**config.mk**
```make
export PLATFORM = sky130hd
export DESIGN_NAME = dual_data_pointer_control
export DESIGN_NICKNAME = d
export VERILOG_FILES = /design/src/shared/active_pointer_pkg.sv /design/src/dual_data_pointer_control.sv
export SDC_FILE = /design/constraint.sdc
export NUM_CORES = 1
export LEC_CHECK = 0
export ABC_AREA = 0
export BUFFER_PORTS_ARGS = -buffer_cell sky130_fd_sc_hd__buf_4
export CORE_MARGIN = 2
export CORE_UTILIZATION = 33
export DETAILED_ROUTE_END_ITERATION = 12
export HOLD_SLACK_MARGIN = 0.02
export PLACE_DENSITY = 0.48
export SYNTH_ARGS = -nofsm -noshare
export SYNTH_HDL_FRONTEND = slang
export SYNTH_SLANG_ARGS = --single-unit
export TNS_END_PERCENT = 100
```
**constraint.sdc**
```tcl
create_clock -name clk_i -period 9.6 [get_ports clk_i]
set_input_delay 1.92 -clock clk_i [delete_from_list [all_inputs] [get_ports clk_i]]
set_output_delay 1.92 -clock clk_i [all_outputs]
set_load 0.03 [all_outputs]
```
**src/shared/active_pointer_pkg.sv**
```systemverilog
package pointer_pkg;
	// special-function address map of this block
	localparam logic [7:0] ADDR_POINTER_CONTROL = 8'hA7;
	localparam logic [7:0] ADDR_POINTER_LOW     = 8'h82;
	localparam logic [7:0] ADDR_POINTER_HIGH    = 8'h83;
	// pointer_control field positions
	localparam int SEL_BIT        = 0;
	localparam int MAIN_MODE_LO   = 2;
	localparam int SHADOW_MODE_LO = 4;
	localparam int SWAP_BIT       = 6;
	// writable bits; bits 7 and 1 are not implemented and read zero
	localparam logic [7:0] CTRL_WMASK = 8'h7D;
	localparam logic [7:0] CTRL_RESET = 8'h00;
	localparam logic [15:0] PTR_RESET = 16'h0000;

	// post-modification mode of one pointer
	typedef enum logic [1:0] {
		MODE_KEEP   = 2'b00,
		MODE_INC    = 2'b01,
		MODE_DEC    = 2'b10,
		MODE_TOGGLE = 2'b11
	} ptr_mode_e;

	// kind of memory move reported by the core
	typedef enum logic [1:0] {
		MOVE_NONE      = 2'b00,
		MOVE_CODE_PTR  = 2'b01,
		MOVE_XDATA_PTR = 2'b11,
		MOVE_OTHER     = 2'b10
	} move_kind_e;

	// special-function register bus access from the core
	typedef struct packed {
		logic       wr;
		logic       rd;
		logic [7:0] addr;
		logic [7:0] wdata;
	} sfr_req_s;

	// direct pointer load from the core, such as a 16-bit immediate load
	typedef struct packed {
		logic        load;
		logic [15:0] value;
	} ptr_load_s;
endpackage : pointer_pkg

```
**src/dual_data_pointer_control.sv**
```systemverilog
`timescale 1ns/1ps
module dual_data_pointer_control (
	input  wire logic                    clk_i,
	input  wire logic                    rst_n_i,
	input  wire pointer_pkg::sfr_req_s   sfr_i,
	input  wire pointer_pkg::ptr_load_s  load_i,
	input  wire pointer_pkg::move_kind_e move_i,
	output logic [7:0]                   rdata_o,
	output logic                         rvalid_o,
	output logic [15:0]                  active_pointer_o,
	output logic                         pointer_select_o,
	output logic [7:0]                   pointer_control_o
);
	import pointer_pkg::*;

	// stored state
	logic [7:0]  pointer_control;   // control register, writable bits only
	logic [15:0] main_ptr;          // main pointer
	logic [15:0] shadow_ptr;        // shadow pointer
	// next values and combinational helpers
	logic [15:0] next_main;         // main pointer after this cycle
	logic [15:0] next_shadow;       // shadow pointer after this cycle
	logic [7:0]  next_control;      // control after this cycle
	logic        sel;               // current selection
	logic        ptr_move;          // a move through the pointer
	logic [15:0] active;            // selected pointer value
	ptr_mode_e   active_mode;       // mode of the selected pointer
	logic [15:0] modified;          // selected pointer after post-modify

	// the select bit decides which pointer every pointer instruction sees
	assign sel = pointer_control[SEL_BIT];
	// only the at-pointer forms qualify; pc and indirect-byte forms do not
	assign ptr_move = (move_i == MOVE_CODE_PTR) || (move_i == MOVE_XDATA_PTR);
	// the selected pointer, used for reads, post-modification and byte views
	assign active = sel ? shadow_ptr : main_ptr;
	assign active_mode = sel ? ptr_mode_e'(pointer_control[SHADOW_MODE_LO +: 2])
	                         : ptr_mode_e'(pointer_control[MAIN_MODE_LO +: 2]);

	// post-modification of whichever pointer is active
	// both ends wrap: an increment of ffff gives 0000, a decrement of 0000 gives ffff
	always_comb begin
		// the mode comes from the field of the pointer in use, not always the main one
		case (active_mode)
			MODE_KEEP:   modified = active;
			MODE_INC:    modified = 16'(active + 16'h0001);
			MODE_DEC:    modified = 16'(active - 16'h0001);
			MODE_TOGGLE: modified = active ^ 16'h0001;
			default:     modified = active;
		endcase
	end

	// next pointer values: byte writes and loads hit the selected pointer only
	always_comb begin
		// by default both pointers hold their value
		next_main   = main_ptr;
		next_shadow = shadow_ptr;
		if (load_i.load) begin
			// a full load wins over a move in the same cycle
			if (sel) next_shadow = load_i.value;
			else     next_main   = load_i.value;
		end else if (sfr_i.wr && sfr_i.addr == ADDR_POINTER_LOW) begin
			// low byte only; the high byte of that pointer is kept
			if (sel) next_shadow[7:0] = sfr_i.wdata;
			else     next_main[7:0]   = sfr_i.wdata;
		end else if (sfr_i.wr && sfr_i.addr == ADDR_POINTER_HIGH) begin
			// high byte only; the low byte of that pointer is kept
			if (sel) next_shadow[15:8] = sfr_i.wdata;
			else     next_main[15:8]   = sfr_i.wdata;
		end else if (ptr_move) begin
			// a pointer write in the same cycle wins and this step is lost;
			// software must not rely on both landing together
			// the pointer that addressed the move is the pre-swap active one
			if (sel) next_shadow = modified;
			else     next_main   = modified;
		end
	end

	// next control value: software write, else automatic swap
	always_comb begin
		next_control = pointer_control;
		// a software write beats an automatic swap in the same cycle
		if (sfr_i.wr && sfr_i.addr == ADDR_POINTER_CONTROL) begin
			// software write; unimplemented bits 7 and 1 are forced to zero
			next_control = sfr_i.wdata & CTRL_WMASK;
		end else if (move_i == MOVE_XDATA_PTR && pointer_control[SWAP_BIT]) begin
			// code reads never swap, whatever the enable holds
			// swap applies after the modify above, since both use the old select
			next_control[SEL_BIT] = ~sel;
		end
	end

	// control register
	// reset clears the select, both mode fields and the swap enable together
	always_ff @(posedge clk_i) begin
		if (!rst_n_i) pointer_control <= CTRL_RESET;
		else          pointer_control <= next_control;
	end

	// pointer storage
	// both pointers clear on reset so that a first move starts from zero
	always_ff @(posedge clk_i) begin
		if (!rst_n_i) begin
			main_ptr   <= PTR_RESET;
			shadow_ptr <= PTR_RESET;
		end else begin
			main_ptr   <= next_main;
			shadow_ptr <= next_shadow;
		end
	end

	// read port: one-cycle latency, unmapped addresses read zero
	// data follows the address every cycle; rvalid_o alone marks a real read
	// a read sees the values from before the writes of the same edge
	always_ff @(posedge clk_i) begin
		if (!rst_n_i) begin
			rdata_o  <= 8'h00;
			rvalid_o <= 1'b0;
		end else begin
			rvalid_o <= sfr_i.rd;
			case (sfr_i.addr)
				ADDR_POINTER_CONTROL: rdata_o <= pointer_control;
				ADDR_POINTER_LOW:     rdata_o <= active[7:0];
				ADDR_POINTER_HIGH:    rdata_o <= active[15:8];
				default:              rdata_o <= 8'h00;
			endcase
		end
	end

	// a high byte read answers with the selected pointer one cycle later
	property p_rdhigh;
		@(posedge clk_i) disable iff (!rst_n_i)
		sfr_i.rd && sfr_i.addr == ADDR_POINTER_HIGH |=> rdata_o == $past(active[15:8]);
	endproperty
	a_rdhigh: assert property (p_rdhigh) else $error("high byte read wrong");

	// control reads back what is stored, unimplemented bits as zero
	property p_rdctrl;
		@(posedge clk_i) disable iff (!rst_n_i)
		sfr_i.rd && sfr_i.addr == ADDR_POINTER_CONTROL
		|=> rdata_o == $past(pointer_control);
	endproperty
	a_rdctrl: assert property (p_rdctrl) else $error("control read wrong");

	// addresses outside this block read as zero
	property p_rdnone;
		@(posedge clk_i) disable iff (!rst_n_i)
		sfr_i.rd && sfr_i.addr != ADDR_POINTER_CONTROL && sfr_i.addr != ADDR_POINTER_LOW
		&& sfr_i.addr != ADDR_POINTER_HIGH |=> rdata_o == 8'h00;
	endproperty
	a_rdnone: assert property (p_rdnone) else $error("unmapped read not zero");

	// registered views for the core's address path
	// built from next values so that each view matches the state after the edge
	always_ff @(posedge clk_i) begin
		if (!rst_n_i) begin
			active_pointer_o  <= PTR_RESET;
			pointer_select_o  <= 1'b0;
			pointer_control_o <= CTRL_RESET;
		end else begin
			active_pointer_o  <= next_control[SEL_BIT] ? next_shadow : next_main;
			pointer_select_o  <= next_control[SEL_BIT];
			pointer_control_o <= next_control;
		end
	end

	// the views never lag the state that they stand for
	property p_view;
		@(posedge clk_i) disable iff (!rst_n_i)
		active_pointer_o == active && pointer_select_o == sel;
	endproperty
	a_view: assert property (p_view) else $error("pointer view wrong");

	// the control view shows the stored control register
	property p_ctrlview;
		@(posedge clk_i) disable iff (!rst_n_i)
		pointer_control_o == pointer_control;
	endproperty
	a_ctrlview: assert property (p_ctrlview) else $error("control view wrong");

	// the modify and swap checks look only at quiet cycles, where nothing overrides the step
	// quiet cycle: no load, no write
	logic quiet;
	assign quiet = !load_i.load && !sfr_i.wr;

	property p_inc;
		@(posedge clk_i) disable iff (!rst_n_i)
		quiet && ptr_move && active_mode == MODE_INC
		|=> (($past(sel) ? shadow_ptr : main_ptr) == 16'($past(active) + 16'h0001));
	endproperty
	a_inc: assert property (p_inc) else $error("increment missing");

	property p_dec;
		@(posedge clk_i) disable iff (!rst_n_i)
		quiet && ptr_move && active_mode == MODE_DEC
		|=> (($past(sel) ? shadow_ptr : main_ptr) == 16'($past(active) - 16'h0001));
	endproperty
	a_dec: assert property (p_dec) else $error("decrement missing");

	property p_tog;
		@(posedge clk_i) disable iff (!rst_n_i)
		quiet && ptr_move && active_mode == MODE_TOGGLE
		|=> (($past(sel) ? shadow_ptr : main_ptr) == ($past(active) ^ 16'h0001));
	endproperty
	a_tog: assert property (p_tog) else $error("bit toggle missing");

	property p_keep;
		@(posedge clk_i) disable iff (!rst_n_i)
		quiet && (!ptr_move || active_mode == MODE_KEEP)
		|=> $stable(main_ptr) && $stable(shadow_ptr);
	endproperty
	a_keep: assert property (p_keep) else $error("pointer changed without cause");

	property p_other;
		@(posedge clk_i) disable iff (!rst_n_i)
		quiet && ptr_move |=> (($past(sel) ? main_ptr : shadow_ptr)
		                      == $past(sel ? main_ptr : shadow_ptr));
	endproperty
	a_other: assert property (p_other) else $error("inactive pointer modified");

	property p_swap;
		@(posedge clk_i) disable iff (!rst_n_i)
		quiet && move_i == MOVE_XDATA_PTR
		|=> (sel == ($past(sel) ^ $past(pointer_control[SWAP_BIT])));
	endproperty
	a_swap: assert property (p_swap) else $error("auto swap wrong");

	property p_noswap;
		@(posedge clk_i) disable iff (!rst_n_i)
		quiet && move_i != MOVE_XDATA_PTR |=> $stable(sel);
	endproperty
	a_noswap: assert property (p_noswap) else $error("select changed");

	property p_rdmap;
		@(posedge clk_i) disable iff (!rst_n_i)
		sfr_i.rd && sfr_i.addr == ADDR_POINTER_LOW |=> rdata_o == $past(active[7:0]);
	endproperty
	a_rdmap: assert property (p_rdmap) else $error("low byte read wrong");

	property p_reset;
		@(posedge clk_i) !rst_n_i |=> pointer_control == CTRL_RESET;
	endproperty
	a_reset: assert property (p_reset) else $error("control not cleared");

	// a control write stores the writable bits and beats a swap in that cycle
	property p_ctrlwr;
		@(posedge clk_i) disable iff (!rst_n_i)
		sfr_i.wr && sfr_i.addr == ADDR_POINTER_CONTROL
		|=> pointer_control == ($past(sfr_i.wdata) & CTRL_WMASK);
	endproperty
	a_ctrlwr: assert property (p_ctrlwr) else $error("control write lost");

	// without a control write or an external-data move the control holds
	property p_ctrlhold;
		@(posedge clk_i) disable iff (!rst_n_i)
		!(sfr_i.wr && sfr_i.addr == ADDR_POINTER_CONTROL) && move_i != MOVE_XDATA_PTR
		|=> $stable(pointer_control);
	endproperty
	a_ctrlhold: assert property (p_ctrlhold) else $error("control changed");

	// a low byte write reaches the selected pointer and keeps its high byte
	property p_lowwr;
		@(posedge clk_i) disable iff (!rst_n_i)
		!load_i.load && sfr_i.wr && sfr_i.addr == ADDR_POINTER_LOW
		|=> ($past(sel) ? shadow_ptr : main_ptr)
		    == {$past(active[15:8]), $past(sfr_i.wdata)};
	endproperty
	a_lowwr: assert property (p_lowwr) else $error("low byte write wrong");

	// a high byte write reaches the selected pointer and keeps its low byte
	property p_highwr;
		@(posedge clk_i) disable iff (!rst_n_i)
		!load_i.load && sfr_i.wr && sfr_i.addr == ADDR_POINTER_HIGH
		|=> ($past(sel) ? shadow_ptr : main_ptr)
		    == {$past(sfr_i.wdata), $past(active[7:0])};
	endproperty
	a_highwr: assert property (p_highwr) else $error("high byte write wrong");

	// a byte write never touches the pointer that is not selected
	property p_wrother;
		@(posedge clk_i) disable iff (!rst_n_i)
		!load_i.load && sfr_i.wr
		&& (sfr_i.addr == ADDR_POINTER_LOW || sfr_i.addr == ADDR_POINTER_HIGH)
		|=> ($past(sel) ? main_ptr : shadow_ptr) == $past(sel ? main_ptr : shadow_ptr);
	endproperty
	a_wrother: assert property (p_wrother) else $error("unselected pointer written");

	// a full load replaces the selected pointer, whatever else comes with it
	property p_load;
		@(posedge clk_i) disable iff (!rst_n_i)
		load_i.load |=> ($past(sel) ? shadow_ptr : main_ptr) == $past(load_i.value);
	endproperty
	a_load: assert property (p_load) else $error("pointer load lost");
endmodule : dual_data_pointer_control

```
---- Word-level counts from Yosys, hierarchy flattened ----
Index checks and enable logic that the tools add are counted.
word-level totals
  register bits after elaboration ......... 63
  output and inout port bits .............. 34
cells by class
  add/subtract/negate cells ............... 2
  eq/ne operators ......................... 8
  multiplexer cells ....................... 27
  bitwise gates (word level) .............. 2
  reduce and logical (&&, ||, !) cells .... 6
operators by type and width
  kind                   count
  $mux 16                10
  $mux 8                 12
  $pmux 16 s4            1
  $eq 8x8->1 const B     3
  $pmux 8 s3             1
  $add 16x1->16 const B  1
  $sub 16x1->16 const B  1
  $eq 2x2->1 const B     3
  $eq 2x1->1 const B     2
  $logic_and 1x1->1      4
  $logic_not 2->1        1
  $mux 1                 2
  $mux 2                 1
  $not 1->1              2
  $logic_or 1x1->1       1

---- Longest topological paths before layout ----
  word-level depth ........................ 9
  depth in mapped cells ................... 20
  depth with buffers taken out ............ 13

---- Worst setup path before layout ----
No wires, ideal clock.
  path type ............................... flip-flop to flip-flop
  from .................................... register, netlist name pointer_control_o[0]
  to ...................................... register active_pointer_o[15]
  library setup time ...................... 0.120 ns
  arrival time ............................ 5.205 ns
  required time ........................... 9.480 ns
  setup slack ............................. 4.275 ns
  stages on the path, launching flop included .. 20
  period minus slack after synthesis ...... 5.325 ns
  path through ............................ dfxtp_1 > clkbuf_8 > buf_2 > buf_2 > buf_2 > buf_1 > buf_2 > mux2i_1 > ha_1 > ha_1 > clkbuf_1 > a211o_1 > a31oi_1 > o21bai_1 > a31oi_2 > a211o_1 > nor4_1 > a2111oi_2 > a211oi_2 > a211o_1
RTL lines
  element                 RTL line                          source
  end signal: assignment  dual_data_pointer_control.sv:160  active_pointer_o <= next_control[SEL_BIT] ? next_shadow : next_main;
  end: declaration        dual_data_pointer_control.sv:10   output logic [15:0] active_pointer_o,

==> results.txt <==
----------------------------------------------------
[Critical path]
  Data required time of the worst path ... approximately 9800 ps
  Worst setup SP type ... flip-flop
  Critical path's most frequent cell ... sky130_fd_sc_hd__a211o_1
  Largest stage delay on the critical path ... 670 ps
  Worst Path Max Fanout ... 54
  Worst Path Arrival ... 4750 ps
  Worst-path cell chain ... buf_4 > mux2i_1 > inv_1 > ha_1 > nor4b_1 > nor3_1 > a31oi_2 > a211o_1 > nor4_1 > a2111oi_2 > a211oi_2 > a211o_1
  Critical Path Slowest Stage Cell ... sky130_fd_sc_hd__mux2i_1
  Register-to-register path setup slack ... 5080 ps
  CP endpoint kind ... flip-flop
  Type of the setup path with the least slack ... reg -> reg

[Yosys]
  Seq/Total Area, Yosys ... between 20% and 30%
  Number of synthesized flops with an enable pin ... 0
  Synthesized instance count ... 617
  Library cell with the largest summed area after synthesis ... sky130_fd_sc_hd__dfxtp_1
  Most frequently used cell type in the post-synthesis netlist ... sky130_fd_sc_hd__nor2_1
  Cell Area, Synth ... 4870 um^2
  Cells taking the most area after synthesis ... sky130_fd_sc_hd__dfxtp_1, sky130_fd_sc_hd__nor2_1, sky130_fd_sc_hd__mux2i_1
  Number of synthesized register bits ... 63
  Number of distinct library cells after synthesis ... a little under 80
  Number of synthesis warnings ... 0
  Post-synthesis average cell area ... 7.90 um^2
  Async set-reset flop share out of synthesis ... 0%
  Share of the synthesized area in the top cell type ... 25.9%
  Predominant post-synthesis flop cell ... sky130_fd_sc_hd__dfxtp_1
  Most used standard cells in the synthesized netlist ... sky130_fd_sc_hd__nor2_1, sky130_fd_sc_hd__nand2_1, sky130_fd_sc_hd__dfxtp_1

[STA]
  RSZ-0062 raised after global routing ... no
  Final-report max-slew violation count ... 0
  Skew final ... 3.47 ps
  Actual transition at the worst max-transition pin ... 1120 ps
  Post-route fraction of the period consumed by the critical path ... between 40 and 50%
  Final hold violation count ... 0
  Highest Clock Rate ... approximately 220 MHz
  Worst slew margin relative to its limit ... about a quarter
  Total of endpoints with negative setup slack in the final report ... 0
  Worst setup slack after layout ... 5080 ps
  Clock period minus worst slack ... roughly 4500 ps
  Final sum of negative setup slack ... 0 ps

[Global route]
  GRT overflow ... 0
  Global-route wire length before repair ... 27,400 um
  Via count of the first global-routing pass ... 4,709
  Initial antenna violation count ... 0
  Pin count of the biggest net entering global routing ... 62
  Total GRT Usage ... 22.4%

[Floorplanning]
  Number of placement rows ... between 40 and 50
  Initial Utilization ... between 30% and 40%
  Floorplan core area ... 14,500 um^2
  Total die area ... about 16,000 um^2
  Horiz. Die Dim ... 126 um
  I/O Pins ... 73
  Vertical die dimension ... 126 um

[Routing]
  First-pass detailed-route iteration total ... 5
  Iteration-0 DRC Markers ... 413
  Number of remaining DRC errors ... 0
  Via count normalized by instance count ... 5.90
  Vias post-DR ... around 5,000
  Routed Antenna Nets ... 0
  Total detailed-routing wirelength ... 17,800 um
  Wire length per cell after detailed routing ... between 20 and 25 um

[Status]
  Outcome ... finished, final reports clean

[Power and ir drop]
  Clock network power share ... 42.5%
  Power density over the cells ... about 130 nW/um^2
  Switching power of the nets ... 0.000213 W
  Internal ... about 0.00052 W
  Peak supply drop ... 0.0000887 V
  Sequential power share ... 39.0%
  Power share of the combinational group ... 18.5%
  Switching power share of the total ... 29.0%
  Power consumption ... 0.000735 W
  Leakage power of the design ... 2.29 nW

[Final layout]
  Core utilization of the finished layout ... about two fifths
  Nets ... 719
  Count of filler cells inserted in the layout ... 1,508
  Ant. Diodes ... 0
  Area of combinational cells with multiple inputs ... 3300 um^2
  Layout area overhead ... 17.1%
  Share of layout cells above drive strength 1 ... 20.0%
  Seq. cell area ... about 1300 um^2

[Clock network]
  Buffer type at the clock tree root ... sky130_fd_sc_hd__clkbuf_16
  Count of buffers added by post-CTS timing repair for setup ... 0
  Number of levels in the clock H-tree ... 3
  Count of clock tree sinks ... between 60 and 70
  Quantity of hold-fixing buffers added after cts ... 0
  Clock transition at the registers of the reported paths ... 50 ps
  Number of gates given a new drive strength after cts ... 0
  Clk_lat worst skew ... 340 ps
  Number of buffers added by the clock tree synthesis step ... 9
  Clock Path Buffers ... 2
  TritonCTS clock tree ... done

[Place]
  Number of input and output port buffers inserted ... 70
  Post-Place Worst Slack ... 4870 ps
  Half-perimeter wire length after detailed placement ... approximately 13,000 um
  Weighted congestion reported at the end of routability-driven placement ... 0.926

[Job]
  Max-cap violation count ... 0

[Hold path]
  Type of the most critical hold path ... reg -> reg

----------------------------------------------------
==> critical path: cells and delay by family (launching register included) <==
family                     cells  cell delay (ps)
and+or+nand+nor                3              550
muxes                          1              670
adders and majority gates      1              340
buffers and inverters          2              810
AOI/OAI and AO/OA              5             1510
DFF                            1              500
==> cells in the final DEF (no fill, tap or decap), types with 4 or more instances in the layout <==
| cell | synthesis | layout |
|---|---|---|
| sky130_fd_sc_hd__dfxtp_1 | 63 | 62 |
| sky130_fd_sc_hd__o21ai_0 | 33 | 33 |
| sky130_fd_sc_hd__a221oi_1 | 7 | 7 |
| sky130_fd_sc_hd__inv_1 | 13 | 13 |
| sky130_fd_sc_hd__ha_1 | 17 | 17 |
| sky130_fd_sc_hd__mux2_2 | 22 | 22 |
| sky130_fd_sc_hd__nor3b_1 | 4 | 4 |
| sky130_fd_sc_hd__a221o_1 | 4 | 4 |
| sky130_fd_sc_hd__and3_1 | 4 | 4 |
| sky130_fd_sc_hd__o21a_1 | 8 | 8 |
| sky130_fd_sc_hd__nand2b_1 | 11 | 11 |
| sky130_fd_sc_hd__a21o_1 | 6 | 6 |
| sky130_fd_sc_hd__a22oi_1 | 9 | 9 |
| sky130_fd_sc_hd__clkbuf_16 | 0 | 9 |
| sky130_fd_sc_hd__a21oi_1 | 40 | 40 |
| sky130_fd_sc_hd__buf_4 | 4 | 74 |
| sky130_fd_sc_hd__and2_1 | 6 | 6 |
| sky130_fd_sc_hd__mux2i_1 | 25 | 25 |
| sky130_fd_sc_hd__o221ai_1 | 15 | 15 |
| sky130_fd_sc_hd__nand3_1 | 12 | 12 |
| sky130_fd_sc_hd__nor3_1 | 18 | 18 |
| sky130_fd_sc_hd__a31oi_1 | 11 | 11 |
| sky130_fd_sc_hd__nand2_1 | 66 | 66 |
| sky130_fd_sc_hd__a211oi_1 | 6 | 6 |
| sky130_fd_sc_hd__nor2_1 | 69 | 69 |
| sky130_fd_sc_hd__xnor2_1 | 11 | 11 |
| sky130_fd_sc_hd__o31ai_1 | 6 | 6 |
| sky130_fd_sc_hd__o22ai_1 | 11 | 11 |
| sky130_fd_sc_hd__nand4_1 | 4 | 4 |
==> cells by family (layout without fill, tap and decap cells) <==
kind of cell,after synthesis,after routing,synth area share (%)
muxes,49,49,11.0
and+or+nand+nor,225,225,22.0
other,1,2,0.0769
xor gates and xnor gates,14,14,2.52
AOI/OAI and AO/OA,191,191,27.3
DFF,63,63,25.9
adders and majority gates,18,18,4.78
buffers and inverters,56,104,6.39
==> flip-flops by register name, summed over array words and instances (netlist names) <==
signal and flops:
shadow_ptr 16, rvalid_o 1, main_ptr 16, active_pointer_o 16, pointer_control_o 6, rdata_o 8
==> final cells by class <==
| class | count | area share, % |
|---|---|---|
| multi-input combinational | 499 | 57.9 |
| sequential | 63 | 22.2 |
| timing repair buffer | 74 | 9.73 |
| clock buffer | 12 | 4.67 |
| tap | 184 | 4.03 |
| inverter | 15 | 1.21 |
| clock inverter | 3 | 0.307 |
==> final timing paths <==
| check | from | endpoint | depth (start not counted) |
|---|---|---|---|
| hold reg to reg | pointer_control_o[4]$_SDFFE_PN0P_ | pointer_control_o[4]$_SDFFE_PN0P_ | 2 |
| setup / recovery | pointer_control_o[0]$_SDFF_PN0_ | active_pointer_o[15]$_SDFF_PN0_ | 12 |
| setup reg to reg | pointer_control_o[0]$_SDFF_PN0_ | active_pointer_o[15]$_SDFF_PN0_ | 12 |
| hold / removal | pointer_control_o[4]$_SDFFE_PN0P_ | pointer_control_o[4]$_SDFFE_PN0P_ | 2 |
==> metal layers <==
layer  GRT usage [%]  wire length (um)
met1            30.2              7710
met2            34.6              7940
met3            5.01              1590
met4            9.15               567
met5               0                 0
==> power groups by stage <==
stage | clock (W) | sequential [W] | combinational, W
after floorplan | 0 | 0.000299 | 0.0000741
after global placement | 0 | 0.000292 | 0.000134
after global routing | 0.000330 | 0.000288 | 0.000147
final | 0.000312 | 0.000287 | 0.000136
after detailed placement | 0 | 0.000292 | 0.000134
after CTS | 0.000319 | 0.000287 | 0.000135
==> metrics by stage <==
step           cell area (um^2)  instances  hold WS (ps)
2_1_floorplan              4880        618           485
3_3_place_gp               5420        835           500
3_5_place_dp               5420        835           495
4_1_cts                    5710        850           504
5_1_grt                    5710        850           530
6_report                   5710        850           501
Power figures use the tool's default switching activity.
